File: src/sfcfe_pkg.sv
// Shared constants, field layouts and types of the serial flash command front end
package sfcfe_pkg;

	localparam int OPCODE_W = 8;
	localparam int ADDR_W   = 24;
	localparam int BYTE_W   = 8;

	// Header bytes after the opcode (24-bit page and byte address)
	localparam logic [1:0] HDR_LAST_BYTE = 2'h2;
	localparam logic [2:0] BIT_LAST      = 3'h7;
	localparam logic [2:0] BIT_FIRST     = 3'h0;

	// Address field layout, 528-byte page size
	localparam int PAGE_W       = 13;
	localparam int OFF10_W      = 10;
	localparam int PAGE10_LSB   = 10;
	// Address field layout, 512-byte page size
	localparam int OFF9_W       = 9;
	localparam int PAGE9_LSB    = 9;

	localparam int FIFO_DEPTH   = 8;
	localparam int GRAN_W       = 2;
	localparam int TAG_W        = 2;
	localparam int FIFO_WIDTH   = TAG_W + GRAN_W + OPCODE_W + ADDR_W;

	localparam int SYNC_W       = 5;
	localparam int SYNC_CS      = 4;
	localparam int SYNC_SCK     = 3;
	localparam int SYNC_SI      = 2;
	localparam int SYNC_WP      = 1;
	localparam int SYNC_RST     = 0;
	localparam logic [SYNC_W-1:0] SYNC_RESET = 5'h1F;

	typedef enum logic [1:0] {
		SFCFE_TAG_NONE   = 2'h0,
		SFCFE_TAG_HEADER = 2'h1,
		SFCFE_TAG_SHORT  = 2'h2,
		SFCFE_TAG_DATA   = 2'h3
	} sfcfe_tag_t;

	typedef enum logic [1:0] {
		SFCFE_GRAN_PAGE   = 2'h0,
		SFCFE_GRAN_BLOCK  = 2'h1,
		SFCFE_GRAN_SECTOR = 2'h2,
		SFCFE_GRAN_CHIP   = 2'h3
	} sfcfe_gran_t;

	typedef enum logic [5:0] {
		SFCFE_IDLE  = 6'h01,
		SFCFE_OPC   = 6'h02,
		SFCFE_ADDR  = 6'h04,
		SFCFE_CHECK = 6'h08,
		SFCFE_DATA  = 6'h10,
		SFCFE_DROP  = 6'h20
	} sfcfe_state_t;

endpackage : sfcfe_pkg

File: src/sfcfe_fifo.sv
// Parameterised valid/ready FIFO for captured command words
`timescale 1ns/1ps
module sfcfe_fifo #(
	parameter int WIDTH = 8,
	parameter int DEPTH = 8
) (
	input  wire logic             clock,
	input  wire logic             resetn,
	input  wire logic             clk_en,
	input  wire logic             in_valid,
	output logic                  in_ready,
	input  wire logic [WIDTH-1:0] in_data,
	output logic                  out_valid,
	input  wire logic             out_ready,
	output logic      [WIDTH-1:0] out_data
);

	localparam int PW = $clog2(DEPTH);

	logic [WIDTH-1:0] mem_reg [DEPTH];
	logic [PW:0]      wr_reg;
	logic [PW:0]      wr_next;
	logic [PW:0]      rd_reg;
	logic [PW:0]      rd_next;
	logic             do_push;
	logic             do_pop;

	// Depth must be a power of two: pointers wrap with one spare bit
	assign in_ready  = (wr_reg[PW] == rd_reg[PW]) ||
	                   (wr_reg[PW-1:0] != rd_reg[PW-1:0]);
	assign out_valid = (wr_reg != rd_reg);
	assign out_data  = mem_reg[rd_reg[PW-1:0]];
	assign do_push   = in_valid && in_ready;
	assign do_pop    = out_valid && out_ready;

	always_comb begin
		wr_next = do_push ? wr_reg + 1'b1 : wr_reg;
		rd_next = do_pop ? rd_reg + 1'b1 : rd_reg;
	end

	always_ff @(posedge clock or negedge resetn) begin
		if (!resetn) begin
			wr_reg <= '0;
			rd_reg <= '0;
		end else if (clk_en) begin
			wr_reg <= wr_next;
			rd_reg <= rd_next;
		end
	end

	// Storage has no reset; only words behind valid pointers are read
	always_ff @(posedge clock) begin
		if (clk_en && do_push) begin
			mem_reg[wr_reg[PW-1:0]] <= in_data;
		end
	end

endmodule : sfcfe_fifo

File: src/sfcfe_top.sv
// Serial flash command front end: link framing, protection, ready/busy
`timescale 1ns/1ps
module sfcfe_top (
	input  wire logic        clock,
	input  wire logic        resetn,
	input  wire logic        clk_en,
	input  wire logic        cs_n_pin,
	input  wire logic        sck_pin,
	input  wire logic        si_pin,
	output logic             so_out,
	output logic             so_oe,
	input  wire logic        wp_n_pin,
	input  wire logic        wp_n_driven,
	input  wire logic        reset_n_pin,
	output logic             rdy_busy_out,
	output logic             rdy_busy_oe,
	input  wire logic        page_512,
	output logic [7:0]       live_opcode,
	output logic [23:0]      live_addr,
	input  wire logic        op_modifies,
	input  wire logic        op_writes_protection,
	input  wire logic        sector_protected,
	input  wire logic        op_self_timed,
	input  wire logic        op_touches_array,
	input  wire logic        op_touches_buffer,
	input  wire logic        op_buffer_sel,
	input  wire logic        op_reads,
	input  wire logic [1:0]  op_gran,
	input  wire logic        op_done,
	input  wire logic [7:0]  rd_data,
	output logic             rd_data_take,
	output logic             cmd_valid,
	input  wire logic        cmd_ready,
	output logic [1:0]       cmd_tag,
	output logic [1:0]       cmd_gran,
	output logic [7:0]       cmd_opcode,
	output logic [23:0]      cmd_addr,
	output logic [9:0]       buffer_offset_ten_bit,
	output logic [8:0]       buffer_offset_nine_bit,
	output logic [12:0]      page_number_field,
	output logic [9:0]       page_byte_offset_field,
	output logic [12:0]      flat_page_field,
	output logic [8:0]       flat_byte_field,
	output logic             busy,
	output logic             refused,
	output logic             overrun,
	output logic             op_abort
);

	////////////////////////////////////////////////////////////////////////
	// Pin synchronisers and edge detection

	logic [4:0]   sync1_reg;
	logic [4:0]   sync2_reg;
	logic         sck_prev_reg;
	logic         cs_prev_reg;
	logic         wp_level;
	logic         cs_s;
	logic         sck_s;
	logic         si_s;
	logic         wp_active;
	logic         pin_reset;
	logic         sck_rise;
	logic         sck_fall;
	logic         cs_fall;
	logic         cs_rise;

	// Floating write protect reads as released
	assign wp_level  = wp_n_driven ? wp_n_pin : 1'b1;
	assign cs_s      = sync2_reg[sfcfe_pkg::SYNC_CS];
	assign sck_s     = sync2_reg[sfcfe_pkg::SYNC_SCK];
	assign si_s      = sync2_reg[sfcfe_pkg::SYNC_SI];
	assign wp_active = !sync2_reg[sfcfe_pkg::SYNC_WP];
	assign pin_reset = !sync2_reg[sfcfe_pkg::SYNC_RST];
	assign sck_rise  = sck_s && !sck_prev_reg;
	assign sck_fall  = !sck_s && sck_prev_reg;
	assign cs_fall   = !cs_s && cs_prev_reg;
	assign cs_rise   = cs_s && !cs_prev_reg;

	always_ff @(posedge clock or negedge resetn) begin
		if (!resetn) begin
			sync1_reg    <= sfcfe_pkg::SYNC_RESET;
			sync2_reg    <= sfcfe_pkg::SYNC_RESET;
			sck_prev_reg <= 1'b1;
			cs_prev_reg  <= 1'b1;
		end else if (clk_en) begin
			sync1_reg    <= {cs_n_pin, sck_pin, si_pin, wp_level, reset_n_pin};
			sync2_reg    <= sync1_reg;
			sck_prev_reg <= sck_s;
			cs_prev_reg  <= cs_s;
		end
	end

	////////////////////////////////////////////////////////////////////////
	// Frame sequencer

	sfcfe_pkg::sfcfe_state_t state_reg;
	sfcfe_pkg::sfcfe_state_t state_next;
	logic [7:0]   byte_reg;
	logic [7:0]   byte_next;
	logic [2:0]   bit_reg;
	logic [2:0]   bit_next;
	logic [1:0]   hdr_reg;
	logic [1:0]   hdr_next;
	logic [7:0]   opcode_reg;
	logic [7:0]   opcode_next;
	logic [23:0]  addr_reg;
	logic [23:0]  addr_next;
	logic         reads_reg;
	logic         reads_next;
	logic         timed_reg;
	logic         timed_next;
	logic         busy_reg;
	logic         busy_next;
	logic         busy_buf_reg;
	logic         busy_buf_next;
	logic         refused_reg;
	logic         refused_next;
	logic         overrun_reg;
	logic         overrun_next;
	logic [2:0]   obit_reg;
	logic [2:0]   obit_next;
	logic [7:0]   oshift_reg;
	logic [7:0]   oshift_next;
	logic         so_reg;
	logic         so_next;
	logic         take_reg;
	logic         take_next;
	logic         refuse;
	logic         start_op;
	logic         push_valid;
	logic [35:0]  push_word;
	logic         push_ready;
	logic [7:0]   in_byte;

	// MSB first: each new bit enters at the bottom
	assign in_byte = {byte_reg[6:0], si_s};

	// Protection and busy checks made once the address is whole, or as an opcode-only frame ends
	assign refuse = (wp_active && op_modifies && sector_protected)
	             || (wp_active && op_writes_protection)
	             || (busy_reg && op_touches_array)
	             || (busy_reg && op_touches_buffer &&
	                 (op_buffer_sel == busy_buf_reg));

	// Level, not edge: a select rise seen during CHECK must still end DATA
	assign start_op = cs_s && timed_reg &&
	                  (state_reg == sfcfe_pkg::SFCFE_DATA) && !pin_reset;

	always_comb begin
		state_next   = state_reg;
		byte_next    = byte_reg;
		bit_next     = bit_reg;
		hdr_next     = hdr_reg;
		opcode_next  = opcode_reg;
		addr_next    = addr_reg;
		reads_next   = reads_reg;
		timed_next   = timed_reg;
		refused_next = 1'b0;
		overrun_next = overrun_reg;
		push_valid   = 1'b0;
		push_word    = '0;
		if (pin_reset) begin
			state_next = sfcfe_pkg::SFCFE_DROP;
			timed_next = 1'b0;
			reads_next = 1'b0;
		end else begin
			case (state_reg)
				sfcfe_pkg::SFCFE_IDLE: begin
					if (cs_fall) begin
						state_next = sfcfe_pkg::SFCFE_OPC;
						bit_next   = sfcfe_pkg::BIT_FIRST;
						hdr_next   = '0;
						timed_next = 1'b0;
						reads_next = 1'b0;
						addr_next  = '0;
					end
				end
				sfcfe_pkg::SFCFE_OPC,
				sfcfe_pkg::SFCFE_ADDR: begin
					if (cs_rise) begin
						// Opcode-only frame; a partial byte is discarded
						if (state_reg == sfcfe_pkg::SFCFE_ADDR &&
						    hdr_reg == '0 && bit_reg == sfcfe_pkg::BIT_FIRST) begin
							if (refuse || !push_ready) begin
								refused_next = refuse;
								overrun_next = overrun_reg || !refuse;
							end else begin
								push_valid = 1'b1;
								push_word  = {sfcfe_pkg::SFCFE_TAG_SHORT, op_gran,
								              opcode_reg, addr_reg};
							end
						end
						state_next = sfcfe_pkg::SFCFE_IDLE;
					end else if (sck_rise) begin
						byte_next = in_byte;
						bit_next  = bit_reg + 1'b1;
						if (bit_reg == sfcfe_pkg::BIT_LAST) begin
							if (state_reg == sfcfe_pkg::SFCFE_OPC) begin
								opcode_next = in_byte;
								state_next  = sfcfe_pkg::SFCFE_ADDR;
							end else begin
								addr_next = {addr_reg[15:0], in_byte};
								hdr_next  = hdr_reg + 1'b1;
								if (hdr_reg == sfcfe_pkg::HDR_LAST_BYTE) begin
									state_next = sfcfe_pkg::SFCFE_CHECK;
								end
							end
						end
					end
				end
				sfcfe_pkg::SFCFE_CHECK: begin
					if (refuse) begin
						refused_next = 1'b1;
						state_next   = sfcfe_pkg::SFCFE_DROP;
					end else if (!push_ready) begin
						overrun_next = 1'b1;
						state_next   = sfcfe_pkg::SFCFE_DROP;
					end else begin
						push_valid = 1'b1;
						push_word  = {sfcfe_pkg::SFCFE_TAG_HEADER, op_gran,
						              opcode_reg, addr_reg};
						reads_next = op_reads;
						timed_next = op_self_timed;
						state_next = sfcfe_pkg::SFCFE_DATA;
					end
				end
				sfcfe_pkg::SFCFE_DATA: begin
					if (cs_s) begin
						state_next = sfcfe_pkg::SFCFE_IDLE;
						reads_next = 1'b0;
						timed_next = 1'b0;
					end else if (sck_rise && !reads_reg) begin
						byte_next = in_byte;
						bit_next  = bit_reg + 1'b1;
						if (bit_reg == sfcfe_pkg::BIT_LAST) begin
							if (push_ready) begin
								push_valid = 1'b1;
								push_word  = {sfcfe_pkg::SFCFE_TAG_DATA, op_gran,
								              opcode_reg, 16'h0000, in_byte};
							end else begin
								overrun_next = 1'b1;
							end
						end
					end
				end
				sfcfe_pkg::SFCFE_DROP: begin
					// Waits for select high so the next frame starts cleanly
					if (cs_s) begin
						state_next = sfcfe_pkg::SFCFE_IDLE;
					end
				end
				default: begin
					state_next = sfcfe_pkg::SFCFE_DROP;
				end
			endcase
		end
	end

	////////////////////////////////////////////////////////////////////////
	// Busy tracking and serial output

	always_comb begin
		busy_next     = busy_reg;
		busy_buf_next = busy_buf_reg;
		if (op_done || pin_reset) begin
			busy_next = 1'b0;
		end
		if (start_op) begin
			busy_next     = 1'b1;
			busy_buf_next = op_buffer_sel;
		end
		obit_next   = obit_reg;
		oshift_next = oshift_reg;
		so_next     = so_reg;
		take_next   = 1'b0;
		if (state_reg != sfcfe_pkg::SFCFE_DATA || !reads_reg) begin
			obit_next = sfcfe_pkg::BIT_FIRST;
		end else if (sck_fall) begin
			obit_next = obit_reg + 1'b1;
			if (obit_reg == sfcfe_pkg::BIT_FIRST) begin
				so_next     = rd_data[7];
				oshift_next = {rd_data[6:0], 1'b0};
				take_next   = 1'b1;
			end else begin
				so_next     = oshift_reg[7];
				oshift_next = {oshift_reg[6:0], 1'b0};
			end
		end
	end

	always_ff @(posedge clock or negedge resetn) begin
		if (!resetn) begin
			state_reg    <= sfcfe_pkg::SFCFE_DROP;
			byte_reg     <= '0;
			bit_reg      <= '0;
			hdr_reg      <= '0;
			opcode_reg   <= '0;
			addr_reg     <= '0;
			reads_reg    <= 1'b0;
			timed_reg    <= 1'b0;
			busy_reg     <= 1'b0;
			busy_buf_reg <= 1'b0;
			refused_reg  <= 1'b0;
			overrun_reg  <= 1'b0;
			obit_reg     <= '0;
			oshift_reg   <= '0;
			so_reg       <= 1'b0;
			take_reg     <= 1'b0;
		end else if (clk_en) begin
			state_reg    <= state_next;
			byte_reg     <= byte_next;
			bit_reg      <= bit_next;
			hdr_reg      <= hdr_next;
			opcode_reg   <= opcode_next;
			addr_reg     <= addr_next;
			reads_reg    <= reads_next;
			timed_reg    <= timed_next;
			busy_reg     <= busy_next;
			busy_buf_reg <= busy_buf_next;
			refused_reg  <= refused_next;
			overrun_reg  <= overrun_next;
			obit_reg     <= obit_next;
			oshift_reg   <= oshift_next;
			so_reg       <= so_next;
			take_reg     <= take_next;
		end
	end

	// Open drain: only ever drives low, released the cycle work ends
	assign rdy_busy_out = 1'b0;
	assign rdy_busy_oe  = busy_reg && !op_done && !pin_reset;
	assign so_out       = so_reg;
	assign so_oe        = (state_reg == sfcfe_pkg::SFCFE_DATA) && reads_reg &&
	                      !cs_s;
	assign live_opcode  = opcode_reg;
	assign live_addr    = addr_reg;
	assign rd_data_take = take_reg;
	assign busy         = busy_reg;
	assign refused      = refused_reg;
	assign overrun      = overrun_reg;
	assign op_abort     = pin_reset && busy_reg;

	////////////////////////////////////////////////////////////////////////
	// Command FIFO and address split

	logic [35:0]  head_word;

	sfcfe_fifo #(
		.WIDTH (sfcfe_pkg::FIFO_WIDTH),
		.DEPTH (sfcfe_pkg::FIFO_DEPTH)
	) u_fifo (
		.clock     (clock),
		.resetn    (resetn),
		.clk_en    (clk_en),
		.in_valid  (push_valid),
		.in_ready  (push_ready),
		.in_data   (push_word),
		.out_valid (cmd_valid),
		.out_ready (cmd_ready),
		.out_data  (head_word)
	);

	assign {cmd_tag, cmd_gran, cmd_opcode, cmd_addr} = head_word;
	assign buffer_offset_ten_bit  = cmd_addr[sfcfe_pkg::OFF10_W-1:0];
	assign buffer_offset_nine_bit = cmd_addr[sfcfe_pkg::OFF9_W-1:0];
	assign page_number_field      = cmd_addr[sfcfe_pkg::PAGE10_LSB +:
	                                sfcfe_pkg::PAGE_W];
	assign page_byte_offset_field = cmd_addr[sfcfe_pkg::OFF10_W-1:0];
	assign flat_page_field        = cmd_addr[sfcfe_pkg::PAGE9_LSB +:
	                                sfcfe_pkg::PAGE_W];
	assign flat_byte_field        = cmd_addr[sfcfe_pkg::OFF9_W-1:0];
endmodule : sfcfe_top

File: config.mk
export PLATFORM = sky130hd
export DESIGN_NAME = sfcfe_top
export DESIGN_NICKNAME = d
export VERILOG_FILES = /design/src/sfcfe_pkg.sv /design/src/sfcfe_fifo.sv /design/src/sfcfe_top.sv
export SDC_FILE = /design/constraint.sdc
export NUM_CORES = 1
export LEC_CHECK = 0
export BUFFER_PORTS_ARGS = -buffer_cell sky130_fd_sc_hd__buf_2
export CAP_MARGIN = 20
export CORE_MARGIN = 10
export CORE_UTILIZATION = 40
export DETAILED_ROUTE_END_ITERATION = 7
export SYNTH_ARGS = -nofsm -noshare
export SYNTH_HDL_FRONTEND = slang
export SYNTH_SLANG_ARGS = --single-unit
File: constraint.sdc
create_clock -name clock -period 16.55 [get_ports clock]
set_input_delay 1.655 -clock clock [delete_from_list [all_inputs] [get_ports clock]]
set_output_delay 1.655 -clock clock [all_outputs]
set_load 0.02 [all_outputs]
==> reports/metrics.json <==
{
  "worst_hold_path": {
    "hp-class": "flop to flop",
    "worstHoldPathCells": 2,
    "hold_path_end": "oshift_reg[1]",
    "holdCritStartpoint": "oshift_reg[1]"
  },
  "setup_path": {
    "worstReg2RegStart": "u_fifo.rd_reg[0]",
    "slowest_delay_ns": 0.62,
    "timing.critical_path.to_type": "output port",
    "critical_path.slowest_cell": "dfrtp_4",
    "worst_setup_path_start_kind": "flop",
    "timing.critical_path.fanout_max": 37,
    "cpLargestDelayFamily": "buffers and inverters",
    "worstReg2RegEnd": "u_fifo.mem_reg[3][15]",
    "criticalPathCategory": "flop to output port",
    "worst-r2r-cell-count": 9,
    "reg2reg_setup_slack_ns": 12.50,
    "cp_cell_sequence": "buf_16 -> buf_4 -> mux4_2 -> mux2_2 -> buf_2",
    "cp_num_buf_inv": 3,
    "cp.arrival_ns": 3.15,
    "critical_path_required_ns": 14.89
  },
  "place": {
    "place.detailed.hpwl_mm": 20.3,
    "place_congestion": 0.782,
    "dpl_worst_slack_ns": 11.97,
    "buffer_ports.inserted": 169
  },
  "pwr": {
    "p_leak_nw": 6.42,
    "worst_supply_voltage_drop_on_vdd_uv": 74.1,
    "report.power.total_mw": 2.55,
    "power_per_cell_area_mw_per_mm2": 141
  },
  "sta": {
    "timing.final.crit_share_pct": 29.1,
    "transition_time_at_the_pin_with_the_least_slew_margin_ns": 0.952,
    "max-slew-margin-rel_pct": 36.6,
    "grt_setup_unrepaired": "no",
    "hold_viol": 0,
    "fin_worst_skew_ns": 0.0376,
    "final.min_clock_period_ns": 4.81,
    "finalSetupTns_ns": 0,
    "finalSetupViolCount": 0,
    "clock.fmax_mhz": 208,
    "final.setup.worst_slack_ns": 11.74,
    "finalMaxSlewViolations": 0,
    "hold-worst-slack_ns": 0.481
  },
  "drt": {
    "routed_wire_length_per_instance_um": 21.4,
    "remaining_drc_errors": 0,
    "drt_wl_total_mm": 34.6,
    "vias_after_detailed_routing": 8332,
    "postRouteAntennaNets": 0,
    "vias_per_cell": 5.17,
    "dr.first_iter.drc_count": 623,
    "detail_route.first_pass.iterations": 5
  },
  "finish": {
    "antenna-diode-count": 0,
    "final_cell_mix": "edfxtp_1, buf_2, nand2_1, mux4_2, dfrtp_1",
    "final_common_cell": "edfxtp_1",
    "num-fill-cells": 3355,
    "number_of_flip_flops_under_the_largest_register_name": 288,
    "syn2layout_area_growth_pct": 14.3,
    "finish.utilization_pct": 46.5,
    "nNetsFinal": 1102,
    "final_layout_size_suffix_gt1_share_pct": 38.5,
    "regArea_mm2": 0.0109,
    "multi_input_area_mm2": 0.00429
  },
  "synthesis": {
    "yosysUniqueCellTypes": 58,
    "synth.net_count": 983,
    "synth.ff_latch_count": 376,
    "syn_area_mm2": 0.0158,
    "syn-mean-instance-area_um2": 16.8,
    "synth_sequential_area_ratio_pct": 68.7,
    "ys.warnings.count": 0,
    "synthesis.instances": 944,
    "synth_enable_flop_cells": 288,
    "async_flop_share_pct": 23.4,
    "synth_flop_cell": "edfxtp_1"
  },
  "grt": {
    "largest_net_degree_at_the_start_of_global_routing": 72,
    "first_pass_grt_wire_length_mm": 53.2,
    "via_count_of_the_first_global_routing_pass": 8743,
    "grt.total_usage_pct": 14.5,
    "met3_track_utilization_from_global_routing_pct": 3.08,
    "overflow": 0,
    "met2_routing_resource_usage_after_global_routing_pct": 24.2,
    "antenna_violations_before_repair": 0,
    "met1_usage_pct": 18.6,
    "grt-busiest-layer": "met2"
  },
  "die": {
    "floorplan.rows": 72,
    "die_height_um": 219,
    "floorplan.die.width_um": 219,
    "floorplan.die_area_mm2": 0.0479,
    "start_util_pct": 40.7,
    "total_core_area_mm2": 0.0389,
    "num_io_pins": 172
  },
  "outcome": {
    "outcome": "finished, final reports clean"
  },
  "clock_tree": {
    "cts_hold_buffers": 0,
    "cts_setup_buffers": 0,
    "post_cts_resized": 0,
    "tritoncts_clock_tree": "yes",
    "worst_setup_hold_path_clk_slew_ns": 0.07,
    "clock-root-buffer": "clkbuf_16",
    "worstSkewPairLatency_ns": 0.57,
    "ctsLongestPathBuffers": 3,
    "tritoncts_num_sinks": 376,
    "cts-buffers-inserted": 40,
    "clock_tree.htree_level_count": 2
  },
  "run": {
    "maxCapViolCount": 0
  }
}
[cell usage after synthesis, drive strengths merged, types with 2 or more instances]
cell type	number	area share, %
nor4b	3	0.17
a31oi	3	0.12
xor2	5	0.28
edfxtp	288	55
inv	15	0.36
a21o	2	0.095
nand2b	2	0.079
mux4	72	10
nor3b	4	0.36
o22ai	4	0.16
a22oi	8	0.38
mux2i	8	0.51
dfstp	13	2.2
mux2	71	5.1
buf	82	3.7
xnor2	8	0.44
and4	2	0.11
nand2	84	2.0
nand3	9	0.28
or4	2	0.12
a21oi	6	0.19
nor2b	9	0.36
clkbuf	26	0.62
nor4	4	0.25
and2	31	1.2
nand4	4	0.16
dfrtp	75	12
nor3	3	0.095
o21ai	46	1.5
and3	8	0.32
or2	2	0.079
nor2	23	0.55
ha	9	0.71
[layout make-up]
cell class                 instances  share of cell area, %
clock buffer                      52                   6.13
inverter                          15                  0.311
tap                              518                   3.58
timing repair buffer             185                   5.53
multi-input combinational        445                   23.7
sequential                       376                   60.1
clock inverter                    21                  0.595
[worst max path at each step]
stage | slack, ns | cells after the start | endpoint | start
5_1_grt | 11.49 | 5 | flat_byte_field[2] | u_fifo.rd_reg[0]
3_3_place_gp | 11.98 | 4 | buffer_offset_ten_bit[2] | u_fifo.rd_reg[0]
3_5_place_dp | 11.97 | 4 | page_byte_offset_field[2] | u_fifo.rd_reg[0]
6_report | 11.74 | 5 | page_byte_offset_field[2] | u_fifo.rd_reg[0]
2_1_floorplan | 9.60 | 7 | u_fifo.mem_reg[6][0] | op_buffer_sel
4_1_cts | 11.34 | 4 | page_byte_offset_field[2] | u_fifo.rd_reg[0]
[routing by layer]
metal,wire [um],share of wire [%]
met5,0,0
met2,17300,50
met4,698,2.0
met3,1970,5.7
met1,14600,42
[stage by stage]
step                cells  area (um2)
finish               1612       18100
global route         1612       18100
CTS                  1610       18000
detailed placement   1537       16800
global placement     1537       16800
floorplan             944       15800
[power breakdown]
group / internal [mW] / switching (mW) / leakage, nW
Combinational: 0.276 / 0.375 / 2.20
Sequential: 1.02 / 0.0486 / 3.63
Clock: 0.472 / 0.356 / 0.593
[tightest hold or removal path, stage by stage (launching register included)]
cell and delay, ns:
dfrtp_1 0.34, nand2_1 0.04, o21ai_0 0.06
[cell families (layout without fill, tap and decap cells)]
kind of cell | Yosys count | count (layout) | share of synthesized area [%]
compound gates | 75 | 75 | 2.84
mux | 151 | 151 | 15.8
other cells | 1 | 1 | 0.0237
buf+inv | 123 | 273 | 4.66
simple gates | 196 | 196 | 6.57
xor+xnor | 13 | 13 | 0.719
flops | 376 | 376 | 68.7
fa+ha+maj | 9 | 9 | 0.711
No activity file was read; power rests on OpenSTA's default activity.
